### config.mk
export PLATFORM = sky130hd
export DESIGN_NAME = dcts_top
export DESIGN_NICKNAME = d
export VERILOG_FILES = /design/src/core/dcts_pkg.sv /design/src/core/dcts_tx_if.sv /design/src/core/dcts_tone_gen.sv /design/src/core/dcts_top.sv
export SDC_FILE = /design/constraint.sdc
export NUM_CORES = 1
export LEC_CHECK = 0
export BUFFER_PORTS_ARGS = -buffer_cell sky130_fd_sc_hd__buf_2
export CAP_MARGIN = 20
export CORE_AREA = 2 2 156 158
export DETAILED_ROUTE_END_ITERATION = 7
export DIE_AREA = 0 0 158 160
export HOLD_SLACK_MARGIN = 0.08
export PLACE_DENSITY = 0.73
export SLEW_MARGIN = 15
export SYNTH_ARGS = -nofsm -noshare
export SYNTH_HDL_FRONTEND = slang
export SYNTH_SLANG_ARGS = --single-unit
### constraint.sdc
create_clock -name clk_sys -period 3.2 [get_ports clk_sys]
set_input_delay 0.8 -clock clk_sys [delete_from_list [all_inputs] [get_ports clk_sys]]
set_output_delay 0.8 -clock clk_sys [all_outputs]
set_load 0.02 [all_outputs]
### src/core/dcts_pkg.sv
package dcts_pkg;

   // ****************************************
   // clock and time base
   // ****************************************
   localparam int CLK_HZ          = 100_000_000;
   localparam int CLK_NS          = 10;

   // ****************************************
   // ping low-time windows on the receive pin
   // ****************************************
   localparam int RESUME_MIN_US   = 250;
   localparam int RESUME_MAX_US   = 300;
   localparam int WAKE_MIN_US     = 2000;
   localparam int WAKE_MAX_US     = 2500;
   localparam int SHDN_MIN_US     = 7000;
   localparam int SHDN_MAX_US     = 10000;
   localparam int HRST_MIN_US     = 36000;
   localparam int US_CYC          = (1000 + CLK_NS - 1) / CLK_NS;
   localparam int RESUME_MIN_CYC  = RESUME_MIN_US * US_CYC;
   localparam int RESUME_MAX_CYC  = RESUME_MAX_US * US_CYC;
   localparam int WAKE_MIN_CYC    = WAKE_MIN_US * US_CYC;
   localparam int WAKE_MAX_CYC    = WAKE_MAX_US * US_CYC;
   localparam int SHDN_MIN_CYC    = SHDN_MIN_US * US_CYC;
   localparam int SHDN_MAX_CYC    = SHDN_MAX_US * US_CYC;
   localparam int HRST_MIN_CYC    = HRST_MIN_US * US_CYC;

   // ****************************************
   // pulse timing of tones
   // ****************************************
   localparam int PULSE_HI_NS     = 1000;
   localparam int PULSE_HI_CYC    = PULSE_HI_NS / CLK_NS;
   localparam int CMD_SPACE_NS    = 11000;
   localparam int CMD_SPACE_CYC   = CMD_SPACE_NS / CLK_NS;
   localparam int FLT_SPACE_NS    = 11500;
   localparam int FLT_SPACE_CYC   = FLT_SPACE_NS / CLK_NS;
   localparam int GAP_MAX_NS      = 15000;
   localparam int GAP_MAX_CYC     = GAP_MAX_NS / CLK_NS;

   // ****************************************
   // pulse counts
   // ****************************************
   localparam int N_WAKE_DET      = 60;
   localparam int N_WAKE_TX       = 90;
   localparam int N_SHDN_DET      = 180;
   localparam int N_SHDN_TX       = 270;
   localparam int N_RESUME_DET    = 20;
   localparam int N_RESUME_TX     = 30;
   localparam int N_HRST_DET      = 540;
   localparam int N_HRST_TX       = 810;
   localparam int N_HB_DET        = 20;
   localparam int N_HB_TX         = 30;
   localparam int N_FLT_DET       = 60;
   localparam int N_FLT_TX        = 90;

   // ****************************************
   // long periods and latencies
   // ****************************************
   localparam int HB_PERIOD_MS    = 400;
   localparam int HB_TIMEOUT_MS   = 1000;
   localparam int HB_FAST_MS      = 200;
   localparam int FLT_PERIOD_MS   = 50;
   localparam int MS_CYC          = 1000 * US_CYC;
   localparam int HB_PERIOD_CYC   = HB_PERIOD_MS * MS_CYC;
   localparam int HB_TIMEOUT_CYC  = HB_TIMEOUT_MS * MS_CYC;
   localparam int HB_FAST_CYC     = HB_FAST_MS * MS_CYC;
   localparam int FLT_PERIOD_CYC  = FLT_PERIOD_MS * MS_CYC;
   localparam int FTS_LAT_US      = 48;
   localparam int FTB_LAT_US      = 24;
   localparam int FTS_LAT_CYC     = FTS_LAT_US * US_CYC;
   localparam int FTB_LAT_CYC     = FTB_LAT_US * US_CYC;
   localparam int SLP_ENTRY_US    = 100;
   localparam int SLP_ENTRY_CYC   = SLP_ENTRY_US * US_CYC / 2;
   localparam int SHDN_ENTRY_MS   = 20;
   localparam int SHDN_ENTRY_CYC  = SHDN_ENTRY_MS * MS_CYC;
   localparam int HRST_HOLD_MS    = 75;
   localparam int HRST_HOLD_CYC   = HRST_HOLD_MS * MS_CYC * 4 / 5;
   localparam int WAKE_FWD_US     = 1000;
   localparam int WAKE_FWD_CYC    = WAKE_FWD_US * US_CYC / 2;

   typedef enum logic [2:0] {
      DCTS_T_NONE, DCTS_T_RESUME, DCTS_T_WAKE, DCTS_T_SHDN, DCTS_T_HRST,
      DCTS_T_HB, DCTS_T_FLT
   } dcts_tone_t;

   typedef enum logic [2:0] {
      DCTS_S_ACTIVE, DCTS_S_SLEEP, DCTS_S_SLP_ENTRY, DCTS_S_SHDN_ENTRY,
      DCTS_S_SHDN, DCTS_S_HRST
   } dcts_state_t;

endpackage

### src/core/dcts_tx_if.sv
`timescale 1ns/1ps
`default_nettype none
interface dcts_tx_if;
   import dcts_pkg::*;
   logic        start;
   logic [9:0]  count;
   logic        slow;
   logic        busy;
   logic        pulse;
   modport ctrl (output start, output count, output slow, input busy, input pulse);
   modport gen  (input start, input count, input slow, output busy, output pulse);
endinterface
`default_nettype wire

### src/core/dcts_tone_gen.sv
`timescale 1ns/1ps
`default_nettype none
// ****************************************
// burst of high/low pulses on one port
// ****************************************
module dcts_tone_gen
   import dcts_pkg::*;
(
   // clock and reset
   input  wire logic clk_sys,
   input  wire logic rst_n,
   // control
   dcts_tx_if.gen    tx
);
   logic [9:0]  left;
   logic [11:0] phase;
   logic        slow_q;
   logic [11:0] space;
   logic        wrap;

   assign space = slow_q ? 12'(FLT_SPACE_CYC) : 12'(CMD_SPACE_CYC);
   assign wrap  = (phase == space - 12'h001);

   always_ff @(posedge clk_sys or negedge rst_n) begin
      if (!rst_n) begin
         left     <= 10'h000;
         phase    <= 12'h000;
         slow_q   <= 1'b0;
         tx.busy  <= 1'b0;
         tx.pulse <= 1'b0;
      end else if (!tx.busy) begin
         tx.pulse <= 1'b0;
         if (tx.start && tx.count != 10'h000) begin
            left    <= tx.count;
            slow_q  <= tx.slow;
            phase   <= 12'h000;
            tx.busy <= 1'b1;
         end
      end else begin
         phase    <= wrap ? 12'h000 : phase + 12'h001;
         tx.pulse <= (phase < 12'(PULSE_HI_CYC));
         if (wrap) begin
            left <= left - 10'h001;
            if (left == 10'h001) begin
               tx.busy <= 1'b0;
            end
         end
      end
   end
endmodule
`default_nettype wire

### src/core/dcts_top.sv
`timescale 1ns/1ps
`default_nettype none
module dcts_top
   import dcts_pkg::*;
#(
   parameter int HB_PERIOD   = HB_PERIOD_CYC,
   parameter int HB_TIMEOUT  = HB_TIMEOUT_CYC,
   parameter int HB_FAST     = HB_FAST_CYC,
   parameter int FLT_PERIOD  = FLT_PERIOD_CYC,
   parameter int SHDN_ENTRY  = SHDN_ENTRY_CYC,
   parameter int HRST_HOLD   = HRST_HOLD_CYC,
   parameter int PING_SCALE  = 1
)
(
   // clock and reset
   input  wire logic  clk_sys,
   input  wire logic  rst_n,
   // configuration
   input  wire logic  base_dev,
   input  wire logic  hb_enable,
   input  wire logic  sleep_req,
   input  wire logic  shdn_req,
   input  wire logic  fault_local,
   // host receive pin
   input  wire logic  rx_pin,
   // daisy chain tone receivers
   input  wire logic  north_port_rx,
   input  wire logic  south_port_rx,
   // daisy chain tone transmitters
   output logic       north_port_tx,
   output logic       south_port_tx,
   // fault output, open drain
   output logic       fault_out_n,
   output logic       fault_out_n_oe,
   // status
   output dcts_state_t power_state,
   output logic       hb_missing,
   output logic       hb_too_fast,
   output logic       fault_active,
   output logic       hard_reset
);
   // ****************************************
   // ping measurement
   // ****************************************
   logic [22:0] low_cnt;
   logic        rx_q;
   logic        ping_end;
   logic        p_resume;
   logic        p_wake;
   logic        p_shdn;
   logic        p_hrst;
   logic [22:0] lo_cyc;

   assign lo_cyc   = 23'(low_cnt) * 23'(PING_SCALE);
   assign ping_end = rx_pin && !rx_q;
   assign p_resume = ping_end && lo_cyc >= 23'(RESUME_MIN_CYC) && lo_cyc <= 23'(RESUME_MAX_CYC);
   assign p_wake   = ping_end && lo_cyc >= 23'(WAKE_MIN_CYC) && lo_cyc <= 23'(WAKE_MAX_CYC);
   assign p_shdn   = ping_end && lo_cyc >= 23'(SHDN_MIN_CYC) && lo_cyc <= 23'(SHDN_MAX_CYC);
   assign p_hrst   = ping_end && lo_cyc >= 23'(HRST_MIN_CYC);

   always_ff @(posedge clk_sys or negedge rst_n) begin
      if (!rst_n) begin
         rx_q    <= 1'b1;
         low_cnt <= 23'h000000;
      end else begin
         rx_q <= rx_pin;
         if (rx_pin) begin
            low_cnt <= 23'h000000;
         end else if (low_cnt != 23'h7FFFFF) begin
            low_cnt <= low_cnt + 23'h000001;
         end
      end
   end

   // ****************************************
   // tone receivers, one per port
   // ****************************************
   logic [1:0]  rx_in;
   logic [1:0]  rx_d;
   logic [9:0]  pcnt [2];
   logic [11:0] gap  [2];
   logic [1:0]  tone_end;
   dcts_tone_t  tone_cls [2];
   logic [1:0]  flt_det;

   assign rx_in = {north_port_rx, south_port_rx};

   for (genvar i = 0; i < 2; i++) begin : g_rx
      assign tone_end[i] = (pcnt[i] != 10'h000) && (gap[i] == 12'(GAP_MAX_CYC));
      assign tone_cls[i] = pcnt[i] >= 10'(N_HRST_DET)   ? DCTS_T_HRST   :
                           pcnt[i] >= 10'(N_SHDN_DET)   ? DCTS_T_SHDN   :
                           pcnt[i] >= 10'(N_WAKE_DET)   ? DCTS_T_WAKE   :
                           pcnt[i] >= 10'(N_RESUME_DET) ? DCTS_T_RESUME : DCTS_T_NONE;
      // fault tone is valid once 60 pulses are seen
      assign flt_det[i]  = rx_in[i] && !rx_d[i] && pcnt[i] == 10'(N_FLT_DET - 1);

      always_ff @(posedge clk_sys or negedge rst_n) begin
         if (!rst_n) begin
            rx_d[i] <= 1'b0;
            pcnt[i] <= 10'h000;
            gap[i]  <= 12'h000;
         end else begin
            rx_d[i] <= rx_in[i];
            if (rx_in[i] && !rx_d[i]) begin
               pcnt[i] <= (pcnt[i] == 10'h3FF) ? pcnt[i] : pcnt[i] + 10'h001;
               gap[i]  <= 12'h000;
            end else if (tone_end[i]) begin
               pcnt[i] <= 10'h000;
               gap[i]  <= 12'h000;
            end else if (pcnt[i] != 10'h000) begin
               gap[i]  <= gap[i] + 12'h001;
            end
         end
      end
   end

   // tones from either port travel up on north; north wins when both ports end together
   dcts_tone_t  cmd_in;
   logic        cmd_end;
   assign cmd_end = tone_end[0] && !tone_end[1] ? 1'b1 : tone_end[1];
   assign cmd_in  = tone_end[1] ? tone_cls[1] : (tone_end[0] ? tone_cls[0] : DCTS_T_NONE);

   // ****************************************
   // tone generators
   // ****************************************
   dcts_tx_if tx_n ();
   dcts_tx_if tx_s ();

   dcts_tone_gen u_gen_n (
      .clk_sys (clk_sys),
      .rst_n   (rst_n),
      .tx      (tx_n.gen)
   );
   dcts_tone_gen u_gen_s (
      .clk_sys (clk_sys),
      .rst_n   (rst_n),
      .tx      (tx_s.gen)
   );

   // ****************************************
   // power state machine
   // ****************************************
   dcts_state_t state;
   dcts_state_t next_state;
   logic [22:0] st_cnt;
   logic        ev_resume;
   logic        ev_wake;
   logic        ev_shdn;
   logic        ev_hrst;
   logic        fwd_pend;
   logic [9:0]  fwd_count;

   assign ev_resume = p_resume || (cmd_end && cmd_in == DCTS_T_RESUME);
   assign ev_wake   = p_wake   || (cmd_end && cmd_in == DCTS_T_WAKE);
   assign ev_shdn   = p_shdn   || (cmd_end && cmd_in == DCTS_T_SHDN) || shdn_req;
   assign ev_hrst   = p_hrst   || (cmd_end && cmd_in == DCTS_T_HRST);

   always_comb begin
      next_state = state;
      unique case (state)
         DCTS_S_ACTIVE: begin
            if (ev_hrst) begin
               next_state = DCTS_S_HRST;
            end else if (ev_shdn) begin
               next_state = DCTS_S_SHDN_ENTRY;
            end else if (sleep_req) begin
               next_state = DCTS_S_SLP_ENTRY;
            end
         end
         DCTS_S_SLP_ENTRY: begin
            if (st_cnt == 23'(SLP_ENTRY_CYC)) begin
               next_state = DCTS_S_SLEEP;
            end
         end
         DCTS_S_SLEEP: begin
            if (ev_hrst) begin
               next_state = DCTS_S_HRST;
            end else if (ev_shdn) begin
               next_state = DCTS_S_SHDN_ENTRY;
            end else if (ev_resume || ev_wake) begin
               next_state = DCTS_S_ACTIVE;
            end
         end
         DCTS_S_SHDN_ENTRY: begin
            if (st_cnt == 23'(SHDN_ENTRY)) begin
               next_state = DCTS_S_SHDN;
            end
         end
         DCTS_S_SHDN: begin
            if (ev_hrst) begin
               next_state = DCTS_S_HRST;
            end else if (ev_wake) begin
               next_state = DCTS_S_ACTIVE;
            end
         end
         DCTS_S_HRST: begin
            if (st_cnt == 23'(HRST_HOLD)) begin
               next_state = DCTS_S_SHDN;
            end
         end
         default: next_state = DCTS_S_ACTIVE;
      endcase
   end

   // forward length of the received command tone
   logic [9:0] cmd_len;
   assign cmd_len = ev_hrst ? 10'(N_HRST_TX) : ev_shdn ? 10'(N_SHDN_TX) :
                    ev_wake ? 10'(N_WAKE_TX) : 10'(N_RESUME_TX);

   always_ff @(posedge clk_sys or negedge rst_n) begin
      if (!rst_n) begin
         state     <= DCTS_S_ACTIVE;
         st_cnt    <= 23'h000000;
         fwd_pend  <= 1'b0;
         fwd_count <= 10'h000;
      end else begin
         state  <= next_state;
         st_cnt <= (next_state != state) ? 23'h000000 : st_cnt + 23'h000001;
         if (ev_hrst || (ev_shdn && !shdn_req) || ((ev_wake || ev_resume)
             && state inside {DCTS_S_SLEEP, DCTS_S_SHDN})) begin
            fwd_pend  <= 1'b1;
            fwd_count <= cmd_len;
         end else if (tx_n.start) begin
            fwd_pend  <= 1'b0;
         end
      end
   end

   // ****************************************
   // heartbeat
   // ****************************************
   logic [26:0] hb_tx_cnt;
   logic [26:0] hb_rx_cnt;
   logic        hb_seen;
   logic        hb_go;
   logic        hb_rx;
   logic        running;

   assign running = (state == DCTS_S_ACTIVE) || (state == DCTS_S_SLEEP);
   assign hb_go   = running && hb_enable && hb_tx_cnt == 27'(HB_PERIOD - 1);
   // heartbeat comes up from below: counted on south port
   assign hb_rx   = rx_in[0] && !rx_d[0] && pcnt[0] == 10'(N_HB_DET - 1)
                    && hb_enable && !base_dev;

   always_ff @(posedge clk_sys or negedge rst_n) begin
      if (!rst_n) begin
         hb_tx_cnt   <= 27'h0000000;
         hb_rx_cnt   <= 27'h0000000;
         hb_seen     <= 1'b0;
         hb_missing  <= 1'b0;
         hb_too_fast <= 1'b0;
      end else begin
         hb_tx_cnt <= hb_go || !hb_enable ? 27'h0000000 : hb_tx_cnt + 27'h0000001;
         if (hb_rx) begin
            hb_too_fast <= hb_seen && hb_rx_cnt < 27'(HB_FAST);
            hb_rx_cnt   <= 27'h0000000;
            hb_seen     <= 1'b1;
            hb_missing  <= 1'b0;
         end else if (hb_enable && !base_dev && running) begin
            if (hb_rx_cnt == 27'(HB_TIMEOUT)) begin
               hb_missing <= 1'b1;
            end else begin
               hb_rx_cnt  <= hb_rx_cnt + 27'h0000001;
            end
         end
      end
   end

   // ****************************************
   // fault tones
   // ****************************************
   logic        flt_rx;
   logic        flt_relay;
   logic [12:0] lat_cnt;
   logic        lat_run;
   logic [22:0] flt_cnt;
   logic        flt_go;

   assign flt_rx  = flt_det[0];
   assign flt_go  = fault_active && !base_dev && flt_cnt == 23'(FLT_PERIOD - 1);

   always_ff @(posedge clk_sys or negedge rst_n) begin
      if (!rst_n) begin
         lat_run      <= 1'b0;
         lat_cnt      <= 13'h0000;
         flt_relay    <= 1'b0;
         flt_cnt      <= 23'h000000;
         fault_active <= 1'b0;
      end else begin
         if (flt_rx && !lat_run) begin
            lat_run <= 1'b1;
            lat_cnt <= 13'h0000;
         end else if (lat_run) begin
            lat_cnt <= lat_cnt + 13'h0001;
            if (lat_cnt == (base_dev ? 13'(FTB_LAT_CYC) : 13'(FTS_LAT_CYC))) begin
               lat_run   <= 1'b0;
               flt_relay <= 1'b1;
            end
         end
         fault_active <= fault_local || flt_relay;
         flt_cnt <= !fault_active || flt_go ? 23'h000000 : flt_cnt + 23'h000001;
      end
   end

   // ****************************************
   // generator control and outputs
   // ****************************************
   logic fire_flt;
   assign fire_flt = fault_active && !base_dev && (flt_cnt == 23'h000000) && !tx_s.busy;

   // commands go north on the command time base
   assign tx_n.start = fwd_pend && !tx_n.busy;
   assign tx_n.count = fwd_count;
   assign tx_n.slow  = 1'b0;
   // fault and heartbeat go south on the slow time base
   assign tx_s.start = fire_flt || (hb_go && !tx_s.busy);
   assign tx_s.count = fire_flt ? 10'(N_FLT_TX) : 10'(N_HB_TX);
   assign tx_s.slow  = 1'b1;

   always_ff @(posedge clk_sys or negedge rst_n) begin
      if (!rst_n) begin
         north_port_tx  <= 1'b0;
         south_port_tx  <= 1'b0;
         fault_out_n    <= 1'b0;
         fault_out_n_oe <= 1'b1;
         power_state    <= DCTS_S_ACTIVE;
         hard_reset     <= 1'b0;
      end else begin
         north_port_tx  <= tx_n.pulse;
         south_port_tx  <= tx_s.pulse;
         fault_out_n    <= 1'b0;
         fault_out_n_oe <= !(base_dev && fault_active);
         power_state    <= state;
         hard_reset     <= (state == DCTS_S_HRST);
      end
   end
endmodule
`default_nettype wire

Word level (Yosys, flattened, before mapping)
Cells that the tools add are included.

storage, ports and cells
  logic and storage cells = 274
  register bits = 259
  output and inout bits = 11
  input bits = 10

operators by class
  bitwise logic cells = 2
  equal/unequal tests = 33
  $lt $le $gt $ge = 18
  multiplexer cells = 81
  add/subtract/negate cells = 15
  reductions and logical operators = 89

operator list
  cell                                                                                    number
  12-bit 2-to-1 mux                                                                       12
  10-bit 2-to-1 mux                                                                       13
  27-bit 2-to-1 mux                                                                       4
  23-bit 2-to-1 mux                                                                       4
  23-bit by 1-bit adder with 23-bit output (second input constant)                        3
  27-bit by 1-bit adder with 27-bit output (second input constant)                        2
  12-bit by 1-bit adder with 12-bit output (second input constant)                        4
  23-bit equality test (second input constant)                                            2
  3-bit 2-to-1 mux                                                                        15
  10-bit nonzero test                                                                     4
  13-bit 2-to-1 mux                                                                       3
  1-bit logical AND                                                                       38
  12-bit by 11-bit equality test with 1-bit output (second input constant)                3
  27-bit by 26-bit equality test with 1-bit output (second input constant)                1
  27-bit equality test (second input constant)                                            1
  27-bit by 25-bit less-than comparator with 1-bit output (second input constant)         1
  12-bit by 7-bit less-than comparator with 1-bit output (second input constant)          2
  23-bit by 13-bit equality test with 1-bit output (second input constant)                1
  23-bit by 21-bit equality test with 1-bit output (second input constant)                1
  23-bit by 15-bit greater-or-equal comparator with 1-bit output (second input constant)  1
  23-bit by 18-bit greater-or-equal comparator with 1-bit output (second input constant)  1
  23-bit by 20-bit greater-or-equal comparator with 1-bit output (second input constant)  1
  23-bit by 22-bit greater-or-equal comparator with 1-bit output (second input constant)  1
  23-bit by 15-bit less-or-equal comparator with 1-bit output (second input constant)     1
  other kinds (37)                                                                        119

Depth between registers and ports, before layout
  word-level depth = 17
  gate-level depth with buffers = 11

Cells and area by module
Synthesis repeated with hierarchy kept, for this count alone.

unflattened totals
  cell total of the unflattened synthesis = 1,578
  area, all modules = 14,402.6 µm²

by module, submodules not included
  module         area each (µm²)  times used  cells an instance
  dcts_top       11,334.6         1           1,224
  dcts_tone_gen  1,534.0          2           177

Worst setup path after synthesis
OpenSTA, ideal clock, no wires.

  path type = input-to-reg
  start point = input port south_port_rx
  end point = register hb_rx_cnt[26]
  path buffers = 1
  library setup time = 78 ps
  data required time = 3,122 ps
  path slack = 345 ps
  stages on the path = 8
  data arrival time = 2,777 ps
  cell sequence = nor2b_1 clkbuf_1 nand4_1 or3_4 a2111oi_4 nand3_2 or3_1 a21oi_1

between the ends
  word-level cells in the longest chain between the ends = 6
  elaborated cells between the ends (all ways) = 8
  those cells by class = 1 x eq/ne; 1 x mux; 6 x reduce/logical

ends and longest elaborated chain
  what                                                                          RTL line         text
  start: declaration                                                            dcts_top.sv:28   input wire logic south_port_rx,
  1-bit logical AND (*) (2 in a row)                                            dcts_top.sv:242  assign hb_rx = rx_in[0] && !rx_d[0] && pcnt[0] == 10'(N_HB_DET - 1)
  1-bit logical AND (*) (2 in a row)                                            dcts_top.sv:243  && hb_enable && !base_dev;
  2-bit inequality test (no source line) or 2-bit nonzero test (tied branches)  -
  2-bit AND reduction (no source line)                                          -
  end signal: assignment                                                        dcts_top.sv:263  hb_rx_cnt <= hb_rx_cnt + 27'h0000001;
  end: declaration                                                              dcts_top.sv:233  logic [26:0] hb_rx_cnt;

Every way passes the cells marked *; elsewhere a longest branch is shown, timed or not.
A chain may end at the register's enable or synchronous reset.

Worst setup path after layout
  start point = register pcnt[15] in the netlist's numbering
  end point = register fwd_count[2]

between the ends
  word-level cells in the longest chain between the ends = 14
  elaborated cells between the ends (all ways) = 35
  those cells by class = 4 x order compare; 4 x eq/ne; 10 x mux; 17 x reduce/logical

ends and longest elaborated chain
  what                                                                                                                    RTL line         text
  start: declaration                                                                                                      dcts_top.sv:80   logic [9:0] pcnt [2];
  start signal: indexed assignment                                                                                        dcts_top.sv:105  pcnt[i] <= (pcnt[i] == 10'h3FF) ? pcnt[i] : pcnt[i] + 10'h001;
  parallel branches: the longest is 14 deep, another holds 10-bit by 5-bit greater-or-equal comparator with 1-bit output  -
  end signal: assignment                                                                                                  dcts_top.sv:222  fwd_count <= cmd_len;
  end: declaration                                                                                                        dcts_top.sv:151  logic [9:0] fwd_count;

Parallel ways; which one is timed is not known.

==> flow_summary.ini <==
[global_routing]
globalRouteOverflowTotal = 0
antenna_found_initial = 0
grt_pass1_wl_mm = 50.7
grt_usage_pct = 23.7
grt_max_degree = 89
grt_pass1_vias = 10600

[place]
gp_congestion = 0.884
portBuffers = 19
hpwl_mm = 19.7
placedCellCount = 1828

[detailed_routing]
drt_iter0_markers = 797
route.detailed.drc = 0
final_antenna_net_count = 0
vias = 11100
avgRoutedWirePerCell_um = 15.5
drtPass1Iterations = 6
wl_mm = 29.2
viasPerCell = 5.92

[timing]
timing.final.crit_share_pct = 92.7
rsz0062_at_grt = no
fmax_ghz = 0.337
tns_ns = 0
final-max-slew-violation-count = 0
finalHoldViolCount = 0
worst_slew_pin_slew_ns = 0.990
fin_skew_ns = 0.0122
timing.slew.headroom_pct = 33.7
min_period_ns = 2.97
finalSetupViolations = 0

[die]
die_w_um = 158
num_rows = 57
core_area_um2 = 23800
die_area_um2 = 25300
start_util_pct = 58.3
num_io_pins = 21
die-height_um = 160

[final_layout]
diodes = 0
drive_above_1_share_pct = 8.94
final_cells = 1879
nets = 1570
nFillCells = 2018
area_delta_synth_final_pct = 11.0

[synth]
synthArstFlopShare_pct = 100
synth_cell_type_count = 88
netlist_area_um2 = 13900
yosys.area.top_type_share_pct = 45.6
netlist_top_cells_area = dfrtp_1, nor2_1, xor2_1, nand3_1, xnor2_1
synth-main-ff-cell = dfrtp_1
ys_ff_latch = 255
ys_seq_area_share_pct = 45.9
synthesis.nets = 1555
yosys.area.top_type = dfrtp_1
avgSynthCellArea_um2 = 9.14
synth-edff-count = 0
ys_warn_count = 0
synthCells = 1520

[worst_setup_path]
cp_max_fo = 10
crit_type = flop to flop
worst-r2r-cell-count = 8
worstPathRequired_ns = 3.61
cp-start-kind = flop
endpoint_kind = flop
critical_path_arrival_ns = 3.38

[clocking]
cts_setup_buffers = 0
cts_tree = done
clockRootBuffer = clkbuf_16
hold_buffers = 0
htreeDepth = 1
clk_pin_slew_worst_paths_ns = 0.06
cts_buffers = 29
numClockSinks = 255
clkLatencyLatePin_ns = 0.54
cts_resized = 0
cts_buffer_depth = 3

[pwr]
ir_worst_vdd_mv = 0.510
p_per_area_nw_per_um2 = 559
p_leak_nw = 6.57

[flow_run]
maxCapViolations = 0

[outcome]
status = complete, no violations

[min_path]
hold_class = input port to async pin
[final timing paths]
kind | start | end | slack (ns)
min in group clk_sys | u_gen_n.tx.pulse | north_port_tx | 0.34
max in group asynchronous | rst_n | low_cnt[9] | 2.15
worst min-delay path | rst_n | u_gen_n.phase[8] | 0.21
worst max-delay path | pcnt[15] | fwd_count[2] | 0.23
worst max register to register | pcnt[15] | fwd_count[2] | 0.23
worst min register to register | u_gen_n.tx.pulse | north_port_tx | 0.34
[layer usage]
metal	vias to the layer above	GRT usage, %	share of wire (%)
met2	230	37.9	47
met3	41	2.80	3.6
met4	0	5.73	2.0
li1	5415	-	-
met1	5430	34.6	47
met5	-	0	0
[sequential cells by signal, summed over array words and instances, names as in the netlist, 2 cells and up]
register	cells
hb_rx_cnt	27
hb_tx_cnt	27
gap	24
flt_cnt	23
low_cnt	23
st_cnt	23
pcnt	20
lat_cnt	13
u_gen_n.phase	12
u_gen_s.phase	12
u_gen_n.left	10
u_gen_s.left	10
fwd_count	6
power_state	3
state	3
rx_d	2
[area by class of cell]
cell class | count | area (um^2) | area share, %
multi-input combinational | 1149 | 7050 | 45.7
timing repair buffer | 46 | 345 | 2.24
clock buffer | 37 | 806 | 5.22
clock inverter | 14 | 231 | 1.50
tap | 324 | 405 | 2.63
sequential | 255 | 6380 | 41.4
inverter | 54 | 203 | 1.31
[synthesized netlist by cell type (4+ instances only)]
cell type    n
nand2b_1    19
o211ai_1     9
o31ai_1     12
nor2_1     220
nor4_1      22
or2_2        9
inv_1       54
or3_1       27
o2111ai_1    6
ha_1        25
o21ai_0     94
and3_1      45
dfrtp_1    253
xor2_1      81
nor3_1      39
buf_2        8
o41ai_1      6
nand3b_1     8
a211oi_1     7
a31oi_1      8
o22ai_1     10
nand4b_1     5
and4_1      10
a21oi_1     53
nand4_1     41
xnor2_1     56
clkbuf_1    49
nand3_1     99
or4_1        9
nor2b_1      8
and2_1      13
and4b_1      4
nor3b_1     10
nor4b_1     14
nand2_1    102
[cell families after synthesis]
| logic type | Yosys count | synth area share (%) |
|---|---|---|
| buf+inv | 116 | 3.42 |
| simple gates | 726 | 27.3 |
| mux | 6 | 0.468 |
| xor+xnor | 137 | 8.63 |
| fa+ha+maj | 25 | 2.25 |
| compound gates | 254 | 12.0 |
| flops | 255 | 45.9 |
| other cells | 1 | 0.0270 |
[cells in the final DEF (no fill, tap or decap), drive strengths merged, types with 10 or more instances in the layout]
cell	count
xor2	81
and4	10
ha	25
and3	45
nand2b	19
and2	13
inv	54
clkbuf	37
o21ai	97
o211ai	10
nor3b	11
buf	46
o22ai	11
nor3	39
o31ai	13
nor2	221
or3	30
or4	10
a21oi	54
nor4	22
nand3	102
nand2	103
dfrtp	253
nand4	42
xnor2	56
nor4b	15
[worst max-delay path, stage by stage, from the launching register on]
cell and delay (ns):
dfrtp_1 0.49, or3_4 0.44, o31ai_2 0.28, nand4_2 0.17, o32ai_2 0.45, xor2_1 0.11
nand3b_1 0.18, a21oi_2 0.36, mux2_1 0.36
[power breakdown]
group	leakage, nW	total (mW)	internal (mW)	switching, mW
clock network	0.502	3.55	2.25	1.30
logic	2.73	1.28	0.519	0.763
registers	3.35	3.79	3.47	0.319
[per-stage QoR]
step	utilization (%)	area (um^2)	hold WS, ns	total power, mW	setup WS [ns]
finish	64.7	15400	0.214	8.62	0.233
global placement	60.4	14400	0.333	5.06	0.242
global route	64.7	15400	0.248	9.03	0.0202
floorplan	-	13900	0.331	4.72	0.345
detailed placement	60.4	14400	0.338	5.11	0.154
CTS	64.7	15400	0.213	8.69	0.274
(Power assumes the default switching activity.)
